### config.mk
export PLATFORM = sky130hd
export DESIGN_NAME = usb_isolation_extender_ctrl
export DESIGN_NICKNAME = d
export VERILOG_FILES = /design/src/logic/relay_pkg.sv /design/src/logic/level_sync.sv /design/src/logic/word_fifo.sv /design/src/logic/usb_isolation_extender_ctrl.sv
export SDC_FILE = /design/constraint.sdc
export NUM_CORES = 1
export LEC_CHECK = 0
export BUFFER_PORTS_ARGS = -buffer_cell sky130_fd_sc_hd__buf_2
export CORE_ASPECT_RATIO = 1.2
export CORE_MARGIN = 2
export CORE_UTILIZATION = 40
export DETAILED_ROUTE_END_ITERATION = 6
export GPL_ROUTABILITY_DRIVEN = 1
export PLACE_DENSITY = 0.67
export SKIP_LAST_GASP = 1
export SYNTH_ARGS = -nofsm -noshare
export SYNTH_HDL_FRONTEND = slang
export SYNTH_SLANG_ARGS = --single-unit
### constraint.sdc
create_clock -name clock -period 8.6 [get_ports clock]
set_clock_uncertainty 0.05 [all_clocks]
set_input_delay 1.72 -clock clock [delete_from_list [all_inputs] [get_ports clock]]
set_output_delay 1.72 -clock clock [all_outputs]
set_load 0.05 [all_outputs]
### src/logic/relay_pkg.sv
package relay_pkg;
	// ==========================================================
	// Timing
	localparam int unsigned CLOCK_HZ = 10_000_000;
	localparam int unsigned SAMPLE_PERIOD_MS = 10;
	localparam int unsigned LINK_TIMEOUT_MS = 50;
	localparam int unsigned CYCLES_PER_MS = CLOCK_HZ / 1000;
	localparam int unsigned SAMPLE_CYCLES = SAMPLE_PERIOD_MS * CYCLES_PER_MS;
	localparam int unsigned TIMEOUT_CYCLES = LINK_TIMEOUT_MS * CYCLES_PER_MS;
	localparam int unsigned COUNT_WIDTH = 24;
	localparam int unsigned PLL_MULTIPLIER = 40;
	localparam int unsigned PHY_CLOCK_MHZ = 480;

	// ==========================================================
	// Data path
	localparam int unsigned BYTE_WIDTH = 8;
	localparam int unsigned LINK_WIDTH = 9;
	localparam int unsigned FIFO_DEPTH = 32;
	localparam int unsigned SIDEBAND_COUNT = 3;

	// ==========================================================
	// Link word layout: bit 8 marks a sideband word
	localparam int unsigned LINK_MARK_BIT = 8;
	localparam int unsigned SB_ROLE_BIT = 3;
	localparam int unsigned SB_DOWN_A_BIT = 0;
	localparam int unsigned SB_UP_A_BIT = 1;
	localparam int unsigned SB_UP_B_BIT = 2;

	// ==========================================================
	// Roles and speeds
	localparam logic ROLE_HOST = 1'h1;
	localparam logic ROLE_REMOTE = 1'h0;
	localparam logic [2:0] SPEED_HIGH_ONLY = 3'h4;
	localparam logic [2:0] SPEED_ALL = 3'h7;

	typedef enum logic [1:0] {
		LINK_WAIT_CLOCK = 2'h0,
		LINK_SEARCH = 2'h1,
		LINK_CONNECTED = 2'h3,
		LINK_LOST = 2'h2
	} link_state_type;
endpackage

### src/logic/level_sync.sv
`timescale 1ns/1ps
module level_sync #(
	parameter int unsigned WIDTH = 1
) (
	input wire logic clock,
	input wire logic [WIDTH-1:0] async_in,
	output logic [WIDTH-1:0] sync_out
);
	typedef struct packed {
		logic [WIDTH-1:0] first;
		logic [WIDTH-1:0] second;
	} sync_state_type;

	sync_state_type state;
	sync_state_type next_state;

	// No reset: the strap must pass through while reset is held
	always_comb begin
		next_state.first = async_in;
		next_state.second = state.first;
	end

	always_ff @(posedge clock) begin
		state <= next_state;
	end

	assign sync_out = state.second;
endmodule

### src/logic/word_fifo.sv
`timescale 1ns/1ps
module word_fifo #(
	parameter int unsigned WIDTH = 8,
	parameter int unsigned DEPTH = 32
) (
	input wire logic clock,
	input wire logic reset,
	input wire logic [WIDTH-1:0] in_data,
	input wire logic in_valid,
	output logic in_ready,
	output logic [WIDTH-1:0] out_data,
	output logic out_valid,
	input wire logic out_ready
);
	localparam int unsigned AW = $clog2(DEPTH);

	typedef struct packed {
		logic [DEPTH-1:0][WIDTH-1:0] mem;
		logic [AW-1:0] wr_ptr;
		logic [AW-1:0] rd_ptr;
		logic [AW:0] count;
	} fifo_state_type;

	fifo_state_type state;
	fifo_state_type next_state;
	logic do_write;
	logic do_read;

	always_comb begin
		in_ready = state.count != (AW+1)'(DEPTH);
		out_valid = state.count != '0;
		out_data = state.mem[state.rd_ptr];
		do_write = in_valid && in_ready;
		do_read = out_valid && out_ready;
		next_state = state;
		if (do_write) begin
			next_state.mem[state.wr_ptr] = in_data;
			next_state.wr_ptr = state.wr_ptr + 1'b1;
		end
		if (do_read) begin
			next_state.rd_ptr = state.rd_ptr + 1'b1;
		end
		if (do_write && !do_read) begin
			next_state.count = state.count + 1'b1;
		end else if (do_read && !do_write) begin
			next_state.count = state.count - 1'b1;
		end
	end

	always_ff @(posedge clock) begin
		if (reset) begin
			state.wr_ptr <= '0;
			state.rd_ptr <= '0;
			state.count <= '0;
			state.mem <= state.mem;
		end else begin
			state <= next_state;
		end
	end
endmodule

### src/logic/usb_isolation_extender_ctrl.sv
`timescale 1ns/1ps
module usb_isolation_extender_ctrl #(
	parameter int unsigned SAMPLE_TICKS = relay_pkg::SAMPLE_CYCLES,
	parameter int unsigned TIMEOUT_TICKS = relay_pkg::TIMEOUT_CYCLES
) (
	input wire logic clock,
	input wire logic reset,
	// Strap and status pin
	input wire logic status_role_strap_in,
	output logic status_role_strap_out,
	output logic status_role_strap_oe_n,
	// Sideband pins
	input wire logic sideband_down_a_in,
	output logic sideband_down_a_out,
	output logic sideband_down_a_oe_n,
	input wire logic sideband_up_a_in,
	output logic sideband_up_a_out,
	output logic sideband_up_a_oe_n,
	input wire logic sideband_up_b_in,
	output logic sideband_up_b_out,
	output logic sideband_up_b_oe_n,
	// PLL
	input wire logic pll_locked,
	output logic pll_enable,
	output logic [7:0] pll_multiplier,
	// USB port configuration
	output logic port_a_upstream,
	output logic port_a_downstream,
	output logic port_b_downstream,
	output logic hub_mode,
	output logic [2:0] port_a_speeds,
	output logic [2:0] port_b_speeds,
	// USB stream from the ports toward the link
	input wire logic [relay_pkg::BYTE_WIDTH-1:0] usb_rx_data,
	input wire logic usb_rx_valid,
	output logic usb_rx_ready,
	// USB stream from the link toward the ports
	output logic [relay_pkg::BYTE_WIDTH-1:0] usb_tx_data,
	output logic usb_tx_valid,
	// Link word interface to the line driver
	output logic [relay_pkg::LINK_WIDTH-1:0] link_tx_data,
	output logic link_tx_valid,
	input wire logic link_tx_ready,
	input wire logic [relay_pkg::LINK_WIDTH-1:0] link_rx_data,
	input wire logic link_rx_valid,
	output logic link_connected
);
	import relay_pkg::*;

	// ==========================================================
	// State
	typedef struct packed {
		logic role;
		link_state_type link;
		logic [COUNT_WIDTH-1:0] sample_count;
		logic [COUNT_WIDTH-1:0] idle_count;
		logic sb_pending;
		logic tx_valid;
		logic [LINK_WIDTH-1:0] tx_data;
		logic usb_valid;
		logic [BYTE_WIDTH-1:0] usb_data;
		logic [SIDEBAND_COUNT-1:0] sb_out;
		logic [SIDEBAND_COUNT-1:0] sb_oe_n;
		logic status_oe_n;
		logic port_a_up;
		logic port_a_down;
		logic port_b_down;
		logic hub;
		logic [2:0] speeds_a;
		logic [2:0] speeds_b;
		logic pll_en;
		logic connected;
	} ctrl_state_type;

	ctrl_state_type state;
	ctrl_state_type next_state;

	localparam logic [COUNT_WIDTH-1:0] SAMPLE_LAST =
		COUNT_WIDTH'(SAMPLE_TICKS - 1);
	localparam logic [COUNT_WIDTH-1:0] TIMEOUT_LAST =
		COUNT_WIDTH'(TIMEOUT_TICKS - 1);

	// ==========================================================
	// Synchronisers for everything arriving from pins
	logic [4:0] pin_sync;
	logic strap_level;
	logic [SIDEBAND_COUNT-1:0] sb_level;
	logic lock_level;

	level_sync #(
		.WIDTH(5)
	) pin_sync_bank (
		.clock(clock),
		.async_in({pll_locked, sideband_up_b_in, sideband_up_a_in,
			sideband_down_a_in, status_role_strap_in}),
		.sync_out(pin_sync)
	);

	assign strap_level = pin_sync[0];
	assign sb_level = pin_sync[3:1];
	assign lock_level = pin_sync[4];

	// ==========================================================
	// Stream buffer toward the link
	logic [BYTE_WIDTH-1:0] fifo_data;
	logic fifo_valid;
	logic fifo_ready;

	word_fifo #(
		.WIDTH(BYTE_WIDTH),
		.DEPTH(FIFO_DEPTH)
	) stream_fifo (
		.clock(clock),
		.reset(reset),
		.in_data(usb_rx_data),
		.in_valid(usb_rx_valid),
		.in_ready(usb_rx_ready),
		.out_data(fifo_data),
		.out_valid(fifo_valid),
		.out_ready(fifo_ready)
	);

	// ==========================================================
	// Helpers
	function automatic logic [LINK_WIDTH-1:0] sideband_word(
		input logic role,
		input logic [SIDEBAND_COUNT-1:0] levels
	);
		logic [LINK_WIDTH-1:0] word;
		word = '0;
		word[LINK_MARK_BIT] = 1'b1;
		word[SB_ROLE_BIT] = role;
		word[SIDEBAND_COUNT-1:0] = levels;
		return word;
	endfunction

	function automatic logic is_sideband(input logic [LINK_WIDTH-1:0] word);
		return word[LINK_MARK_BIT];
	endfunction

	// Role decode is shared by the port map and the pin directions
	function automatic logic role_is_host(input logic role);
		return role == ROLE_HOST;
	endfunction

	logic slot_free;
	logic rx_data_word;
	logic rx_sb_word;
	logic peer_opposite;
	logic sample_tick;

	// ==========================================================
	// Next state
	always_comb begin
		next_state = state;
		slot_free = !state.tx_valid || link_tx_ready;
		rx_data_word = link_rx_valid && !is_sideband(link_rx_data);
		rx_sb_word = link_rx_valid && is_sideband(link_rx_data);
		peer_opposite = link_rx_data[SB_ROLE_BIT] != state.role;
		sample_tick = state.sample_count == SAMPLE_LAST;
		fifo_ready = 1'b0;

		// Port map follows the latched role
		next_state.port_a_up = role_is_host(state.role);
		next_state.port_a_down = state.role == ROLE_REMOTE;
		next_state.port_b_down = 1'b1;
		next_state.hub = role_is_host(state.role);
		next_state.speeds_a = role_is_host(state.role) ?
			SPEED_HIGH_ONLY : SPEED_ALL;
		next_state.speeds_b = SPEED_ALL;
		next_state.pll_en = 1'b1;

		// Pin directions follow the role
		// Directions are registered so a pin never flips mid-cycle
		next_state.sb_oe_n[SB_DOWN_A_BIT] = role_is_host(state.role);
		next_state.sb_oe_n[SB_UP_A_BIT] = state.role == ROLE_REMOTE;
		next_state.sb_oe_n[SB_UP_B_BIT] = state.role == ROLE_REMOTE;

		// Periodic sampling of the sideband inputs
		// Coarse sampling keeps link traffic low at the cost of latency
		if (sample_tick) begin
			next_state.sample_count = '0;
			next_state.sb_pending = state.link != LINK_WAIT_CLOCK;
		end else begin
			next_state.sample_count = state.sample_count + 1'b1;
		end

		// Link output: sideband words take the slot first, then stream data
		if (slot_free) begin
			next_state.tx_valid = 1'b0;
			if (state.sb_pending) begin
				next_state.tx_valid = 1'b1;
				next_state.tx_data = sideband_word(state.role, sb_level);
				next_state.sb_pending = sample_tick &&
					state.link != LINK_WAIT_CLOCK;
			end else if (fifo_valid && state.link != LINK_WAIT_CLOCK) begin
				fifo_ready = 1'b1;
				next_state.tx_valid = 1'b1;
				next_state.tx_data = {1'b0, fifo_data};
			end
		end

		// Stream words from the peer go straight out, every transfer type
		next_state.usb_valid = rx_data_word;
		if (rx_data_word) begin
			next_state.usb_data = link_rx_data[BYTE_WIDTH-1:0];
		end

		// Silence watchdog
		// Saturates, so a long silence never wraps into a false link
		if (link_rx_valid) begin
			next_state.idle_count = '0;
		end else if (state.idle_count != TIMEOUT_LAST) begin
			next_state.idle_count = state.idle_count + 1'b1;
		end

		case (state.link)
			LINK_WAIT_CLOCK: begin
				if (lock_level) begin
					next_state.link = LINK_SEARCH;
				end
			end
			LINK_SEARCH: begin
				if (rx_sb_word && peer_opposite) begin
					next_state.link = LINK_CONNECTED;
				end
			end
			LINK_CONNECTED: begin
				if (!lock_level || state.idle_count == TIMEOUT_LAST) begin
					next_state.link = LINK_LOST;
				end
			end
			LINK_LOST: begin
				next_state.link = lock_level ? LINK_SEARCH : LINK_WAIT_CLOCK;
			end
			default: begin
				next_state.link = LINK_WAIT_CLOCK;
			end
		endcase

		next_state.connected = next_state.link == LINK_CONNECTED;
		// Open drain: pull low only while connected, else pull-up wins
		next_state.status_oe_n = !next_state.connected;

		// Peer levels apply only while connected; a lost link holds them
		if (rx_sb_word && peer_opposite && state.link == LINK_CONNECTED) begin
			// Only the pins that are outputs in this role take peer levels
			if (role_is_host(state.role)) begin
				next_state.sb_out[SB_UP_A_BIT] =
					link_rx_data[SB_UP_A_BIT];
				next_state.sb_out[SB_UP_B_BIT] =
					link_rx_data[SB_UP_B_BIT];
			end else begin
				next_state.sb_out[SB_DOWN_A_BIT] =
					link_rx_data[SB_DOWN_A_BIT];
			end
		end
	end

	// ==========================================================
	// Registers
	always_ff @(posedge clock) begin
		if (reset) begin
			// The strap pin is not driven during reset, so its level
			// is the external strap; role freezes when reset falls
			state.role <= strap_level ? ROLE_HOST : ROLE_REMOTE;
			state.link <= LINK_WAIT_CLOCK;
			state.sample_count <= '0;
			state.idle_count <= '0;
			state.sb_pending <= 1'b0;
			state.tx_valid <= 1'b0;
			state.tx_data <= '0;
			state.usb_valid <= 1'b0;
			state.usb_data <= '0;
			state.sb_out <= '0;
			state.sb_oe_n <= '1;
			state.status_oe_n <= 1'b1;
			state.port_a_up <= 1'b0;
			state.port_a_down <= 1'b0;
			state.port_b_down <= 1'b0;
			state.hub <= 1'b0;
			state.speeds_a <= 3'h0;
			state.speeds_b <= 3'h0;
			state.pll_en <= 1'b0;
			state.connected <= 1'b0;
		end else begin
			state <= next_state;
		end
	end

	// ==========================================================
	// Outputs
	assign status_role_strap_out = 1'b0;
	assign status_role_strap_oe_n = state.status_oe_n;
	assign sideband_down_a_out = state.sb_out[SB_DOWN_A_BIT];
	assign sideband_down_a_oe_n = state.sb_oe_n[SB_DOWN_A_BIT];
	assign sideband_up_a_out = state.sb_out[SB_UP_A_BIT];
	assign sideband_up_a_oe_n = state.sb_oe_n[SB_UP_A_BIT];
	assign sideband_up_b_out = state.sb_out[SB_UP_B_BIT];
	assign sideband_up_b_oe_n = state.sb_oe_n[SB_UP_B_BIT];
	assign pll_enable = state.pll_en;
	assign pll_multiplier = 8'(PLL_MULTIPLIER);
	assign port_a_upstream = state.port_a_up;
	assign port_a_downstream = state.port_a_down;
	assign port_b_downstream = state.port_b_down;
	assign hub_mode = state.hub;
	assign port_a_speeds = state.speeds_a;
	assign port_b_speeds = state.speeds_b;
	assign usb_tx_data = state.usb_data;
	assign usb_tx_valid = state.usb_valid;
	assign link_tx_data = state.tx_data;
	assign link_tx_valid = state.tx_valid;
	assign link_connected = state.connected;
endmodule

==> results of run 1 <==
-- power by group through the flow --
stage | Clock, W | Combinational (W) | Sequential [W]
floorplan | 0 | 0.000493 | 0.00199
global placement | 0 | 0.000550 | 0.00203
detailed placement | 0 | 0.000561 | 0.00203
CTS | 0.00160 | 0.000562 | 0.00199
global route | 0.00168 | 0.000601 | 0.00200
finish | 0.00157 | 0.000559 | 0.00199
-- cell families (layout without fill, tap and decap cells) --
group	after synthesis	in the layout	share of synthesized area, %
other	2	9	0.0511
xor gates and xnor gates	55	55	3.28
DFF	364	364	67.1
AOI/OAI and AO/OA	108	108	5.17
buffers and inverters	96	154	3.84
and+or+nand+nor	281	281	9.41
adders and majority gates	13	13	1.16
muxes	85	85	10.0
-- sequential cells by signal, indices dropped and copies added (netlist names), 2 cells and up --
register,flops
pin_sync_bank.next_state,5
state,51
pin_sync_bank.sync_out,5
port_a_speeds,2
stream_fifo.state,272
usb_tx_data,8
link_tx_data,9
-- critical path, stage by stage --
cell and delay (ns):
buf_2 0.07, and2b_2 0.24, nor2_1 0.33, nand2_1 0.19, ha_1 0.27, inv_1 0.19, ha_1 0.27, a21o_2 0.20
a21oi_1 0.29, o21ai_0 0.12, nand4_1 0.11, mux2_2 0.34
-- area by class of cell --
| cell class | count | area, um^2 | area share [%] |
|---|---|---|---|
| Timing Repair Buffer | 69 | 355 | 2.17 |
| Sequential cell | 364 | 9860 | 60.2 |
| Inverter | 20 | 75.1 | 0.458 |
| Multi-Input combinational cell | 551 | 4310 | 26.3 |
| Tap cell | 468 | 586 | 3.57 |
| Clock buffer | 48 | 1030 | 6.28 |
| Clock inverter | 17 | 178 | 1.08 |
-- routing by layer --
layer,vias to the layer above,global-route usage [%],wire (um)
li1,3836,-,-
met1,4184,23.0,13300
met2,301,26.3,14800
met3,50,3.14,1970
met4,0,4.09,585
met5,-,0,0
-- per-stage QoR --
step | util (%) | power [W] | worst slack [ns] | cells
floorplan | - | 0.00248 | 4.55 | 1011
global placement | 42.1 | 0.00258 | 4.21 | 1472
detailed placement | 42.1 | 0.00259 | 4.11 | 1472
CTS | 45.5 | 0.00416 | 4.67 | 1537
global route | 45.5 | 0.00428 | 4.38 | 1537
finish | 45.5 | 0.00412 | 4.62 | 1537
-- cells in the final DEF, fill, tap and decap left out, types with 23 or more instances in the layout --
| master | synthesis | final |
|---|---|---|
| nor2_1 | 117 | 117 |
| buf_2 | 9 | 65 |
| a21oi_1 | 29 | 29 |
| nand2_1 | 40 | 40 |
| edfxtp_1 | 257 | 257 |
| mux2i_1 | 33 | 33 |
| xnor2_1 | 32 | 32 |
| clkbuf_16 | 0 | 39 |
| nand3_1 | 27 | 27 |
| dfxtp_1 | 107 | 105 |
| mux4_2 | 43 | 43 |
| xor2_1 | 23 | 23 |
-- cell usage after synthesis (all sizes together) (5+ instances only) --
cell type	instances
edfxtp	257
nor2	117
dfxtp	107
buf	56
mux4	48
nand2	40
mux2i	33
xnor2	32
a21oi	29
nand3	27
xor2	23
clkbuf	20
inv	20
nand4	18
nor4	15
o21ai	14
a22oi	12
ha	12
nor3	12
a211oi	10
nor2b	8
o22ai	8
and3	7
and4	6
and2	5
nand2b	5
o211ai	5
o221ai	5
-- final timing paths --
check | startpoint | end | slack, ns | cells after the start
min | pin_sync_bank.next_state[2] | pin_sync_bank.sync_out[2] | 0.28 | 0
max | link_tx_ready | stream_fifo.state[5] | 4.62 | 12
max reg2reg | stream_fifo.state[6] | link_tx_data[1] | 5.17 | 6
min reg2reg | pin_sync_bank.next_state[2] | pin_sync_bank.sync_out[2] | 0.28 | 0
==> impl_results.md, run 1 <==
- Top-area cell type share of the netlist area: 52.5%
- Worst vdd rail ir drop: 171 uV
- Hold_buf cts: 0
- Arrival time worst endpoint: 4.34 ns
- IO Pins: 75
- First-pass GRT wire length: 48,200 um
- Synth Flop Type: edfxtp_1
- Final WL: 30,600 um
- Hold Path Class: reg2reg
- Die area: 38,300 um^2
- Clock-pin slew on the worst setup and hold paths: 0.06 ns
- Critical Path RT: 8.96 ns
- Asr flop ratio synth: 0%
- Core area: 36,000 um^2
- Yosys warns: 0
- Max Slew Vio Count: 0
- CTS tree: yes
- Drt pass-1 iters: 6
- Post-CTS Setup Bufs: 0
- ANT cells: 0
- Final instance area: 16,400 um^2
- Synth unique cells: 67
- Final Setup Violations: 0
- Least-Margin Pin Slew: 1.22 ns
- Routed Antenna Nets: 0
- Fin. Hold Viols: 0
- Post-synth top area cell: edfxtp_1
- Worst skew pair latency: 0.52 ns
- Initial antenna violation count: 0
- Share of total power in the clock network: 38.1%
- Initial Util: 40.8%
- Top cells by area, synth: edfxtp_1, dfxtp_1, mux4_2, nor2_1, mux2i_1
- Fraction of layout cells with a size suffix above 1: 17.6%
- CTS H-tree depth: 2
- Synthesized instance count: 1,004
- Internal: 0.00310 W
- Wirelength per Cell: 19.9 um
- FILL cells: 3,103
- Nets: 1,082
- P_sw: 0.00103 W
- Pin count of the biggest net entering global routing: 43
- Max-cap violations: 0
- Post-CTS sizing: 0
- Port Buf Inserts: 65
- Max_slew headroom: 18.6%
- Area growth from synthesis to layout: 11.5%
- Fin Hold WS: 0.277 ns
- Vias in the first global route: 8,359
- Period utilization: 46.3%
- GR Overflow Total: 0
- Longest Clk Path Bufs: 3
- Fin crit period: 3.98 ns
- Combinational Power Share: 13.6%
- Clk root buf: clkbuf_16
- Cell area after synthesis: 14,700 um^2
- RSZ-0062 raised after global routing: false
- #FFs+latches synth: 364
- Pwr per Cell Area: 251 nW/um^2
- Sw frac: 24.9%
- Element type at the critical path start: input port
- Sequential share of power: 48.3%
- Static leakage: 5.32 nW
- DR DRC count: 0
- Setup TNS: 0 ns
- Overall global routing resource usage: 16.4%
- Die Width: 179 um
- Via count: 8,371
- Status: finished, final reports clean
- Syn Area/Cell: 14.6 um^2
- Vias per cell: 5.45
- 1st-iter DRT viols: 610
- Fmax: 0.251 GHz
- Die Span Y: 214 um
- Core Rows: 76
- WS Path Type: in2reg
- DPL Wire Length: 19,900 um
- Placed Instance Area: 15,200 um^2
- Gp weighted congestion: 0.804
- Num CTS Buffers: 36
- Crit end category: register
- Crit Path Max Fanout: 7
- EDFF count, synth: 257
- CTS Sinks: 364
- Share of the yosys chip area belonging to registers: 67.1%
(Power assumes the default switching activity.)
==> inputs of run 2 (changes only) <==
PLACE_DENSITY = 0.69   (was 0.67)
clock period = 3.4 ns   (was 8.6 ns; I/O delays follow)
==> impl_results.md, run 2 (synthesized netlist as in run 1, its figures left out) <==
- Worst path max stage delay: 0.58 ns
- Core area: 36,000 um^2
- Vias per cell: 5.31
- CP most frequent cell: ha_1
- Area growth from synthesis to layout: 11.8%
- Hold Path Class: in2reg
- DPL Wire Length: 19,800 um
- CTS Sinks: 364
- Combinational Power Share: 14.8%
- Static leakage: 5.39 nW
- Via count: 8,270
- Worst skew pair latency: 0.52 ns
- Final Setup Violations: 0
- Hold_buf cts: 0
- CTS tree: yes
- Setup TNS: 0 ns
- DR DRC count: 0
- Gp weighted congestion: 0.792
- Max_slew headroom: 38.7%
- Overall global routing resource usage: 15.7%
- Critical Path RT: 3.75 ns
- Post-CTS Setup Bufs: 0
- Vias in the first global route: 8,262
- Initial Util: 40.8%
- Share of total power in the clock network: 35.7%
- Commonest cells after routing, fill and taps aside: edfxtp_1, nor2_1, dfxtp_1
- Die Span Y: 214 um
- Port Buf Inserts: 65
- Fraction of layout cells with a size suffix above 1: 18.9%
- Fin. Hold Viols: 0
- Least-Margin Pin Slew: 0.917 ns
- Clock-pin slew on the worst setup and hold paths: 0.06 ns
- Largest Register: stream_fifo.state
- Routed Antenna Nets: 0
- Crit end category: register
- Pin count of the biggest net entering global routing: 40
- Post-CTS sizing: 0
- Num CTS Buffers: 35
- Period utilization: 95.9%
- Arrival time worst endpoint: 3.61 ns
- Critical path, cell by cell: or4_4 -> o32a_4 -> nand2_1 -> ha_1 -> inv_1 -> ha_1 -> a21o_2 -> a21oi_2 -> o21ai_0 -> nand4_1 -> mux2_2
- Nets: 1,106
- 1st-iter DRT viols: 552
- Wirelength per Cell: 19.1 um
- Status: finished, final reports clean
- Element type at the critical path start: register
- Pwr per Cell Area: 613 nW/um^2
- Sw frac: 25.3%
- Slowest CP cell: or4_4
- Clk root buf: clkbuf_16
- Fmax: 0.307 GHz
- Worst vdd rail ir drop: 429 uV
- Longest Clk Path Bufs: 3
- Core Rows: 76
- Most common cell after layout, fill and taps aside: edfxtp_1
- WS Path Type: reg2reg
- PnR worst setup slack: 0.139 ns
- Fin crit period: 3.26 ns
- GR Overflow Total: 0
- IO Pins: 75
- P_sw: 0.00255 W
- ANT cells: 0
- Sequential share of power: 49.5%
- Max-cap violations: 0
- Die Width: 179 um
- Initial antenna violation count: 0
- First-pass GRT wire length: 46,400 um
- Max reg flops: 272
- Die area: 38,300 um^2
- Max Slew Vio Count: 0
- Place WS: 0.111 ns
- Internal: 0.00752 W
- Crit Path Max Fanout: 7
- Drt pass-1 iters: 5
- Final WL: 29,800 um
- RSZ-0062 raised after global routing: false
- CTS H-tree depth: 2
run 2: cell types whose count changed in the layout (fill, tap and decap cells not counted), sizes merged:
cell / previous run / this run
inv: 20 / 21
buf: 69 / 94
bufinv: 3 / 1
clkbuf: 48 / 47
clkinvlp: 4 / 1
clkinv: 10 / 11
run 2: path summary, 6_finish.rpt:
path | startpoint | end | slack [ns] | depth (start not counted)
hold / removal | status_role_strap_in | pin_sync_bank.next_state[0] | 0.21 | 1
setup / recovery | stream_fifo.state[0] | stream_fifo.state[5] | 0.14 | 11
hold reg to reg | pin_sync_bank.next_state[2] | pin_sync_bank.sync_out[2] | 0.28 | 0
setup reg to reg | stream_fifo.state[0] | stream_fifo.state[5] | 0.14 | 11
run 2: stage by stage:
| stage | instances | power (W) | hold WS [ns] | area [um^2] | util, % |
|---|---|---|---|---|---|
| after global routing | 1558 | 0.0105 | 0.195 | 16400 | 45.6 |
| final | 1558 | 0.0101 | 0.213 | 16400 | 45.6 |
| after global placement | 1497 | 0.00654 | 0.264 | 15400 | 42.7 |
| after detailed placement | 1497 | 0.00658 | 0.262 | 15400 | 42.7 |
| after floorplan | 1011 | 0.00627 | 0.260 | 14700 | - |
| after CTS | 1558 | 0.0102 | 0.197 | 16400 | 45.6 |
run 2: worst max-delay path: cells and delay by family (launching register included):
family	cells	cell delay, ns
AO/OA/AOI/OAI	4	0.90
AND/OR/NAND/NOR	3	0.81
adder cells (fa/ha/maj)	2	0.55
flip-flops	1	0.36
multiplexers	1	0.33
buffers and inverters	1	0.16
run 2: cell type report:
type | instances | area (um^2)
Clock inverter | 14 | 105
Clock buffer | 47 | 942
Timing Repair Buffer | 94 | 556
Multi-Input combinational cell | 551 | 4310
Sequential cell | 364 | 9860
Fill cell | 3061 | 19600
Inverter | 20 | 75.1
Tap cell | 468 | 586
run 2: power groups by stage:
stage | registers [W] | logic [W] | clock network (W)
floorplan | 0.00502 | 0.00125 | 0
global placement | 0.00508 | 0.00146 | 0
detailed placement | 0.00509 | 0.00149 | 0
CTS | 0.00499 | 0.00149 | 0.00367
global route | 0.00501 | 0.00160 | 0.00384
finish | 0.00499 | 0.00149 | 0.00360
run 2: metal layers:
metal	share of wire, %	GRT usage [%]
met1	43	20.8
met2	49	25.9
met3	5.6	3.10
met4	2.4	4.82
met5	0	0
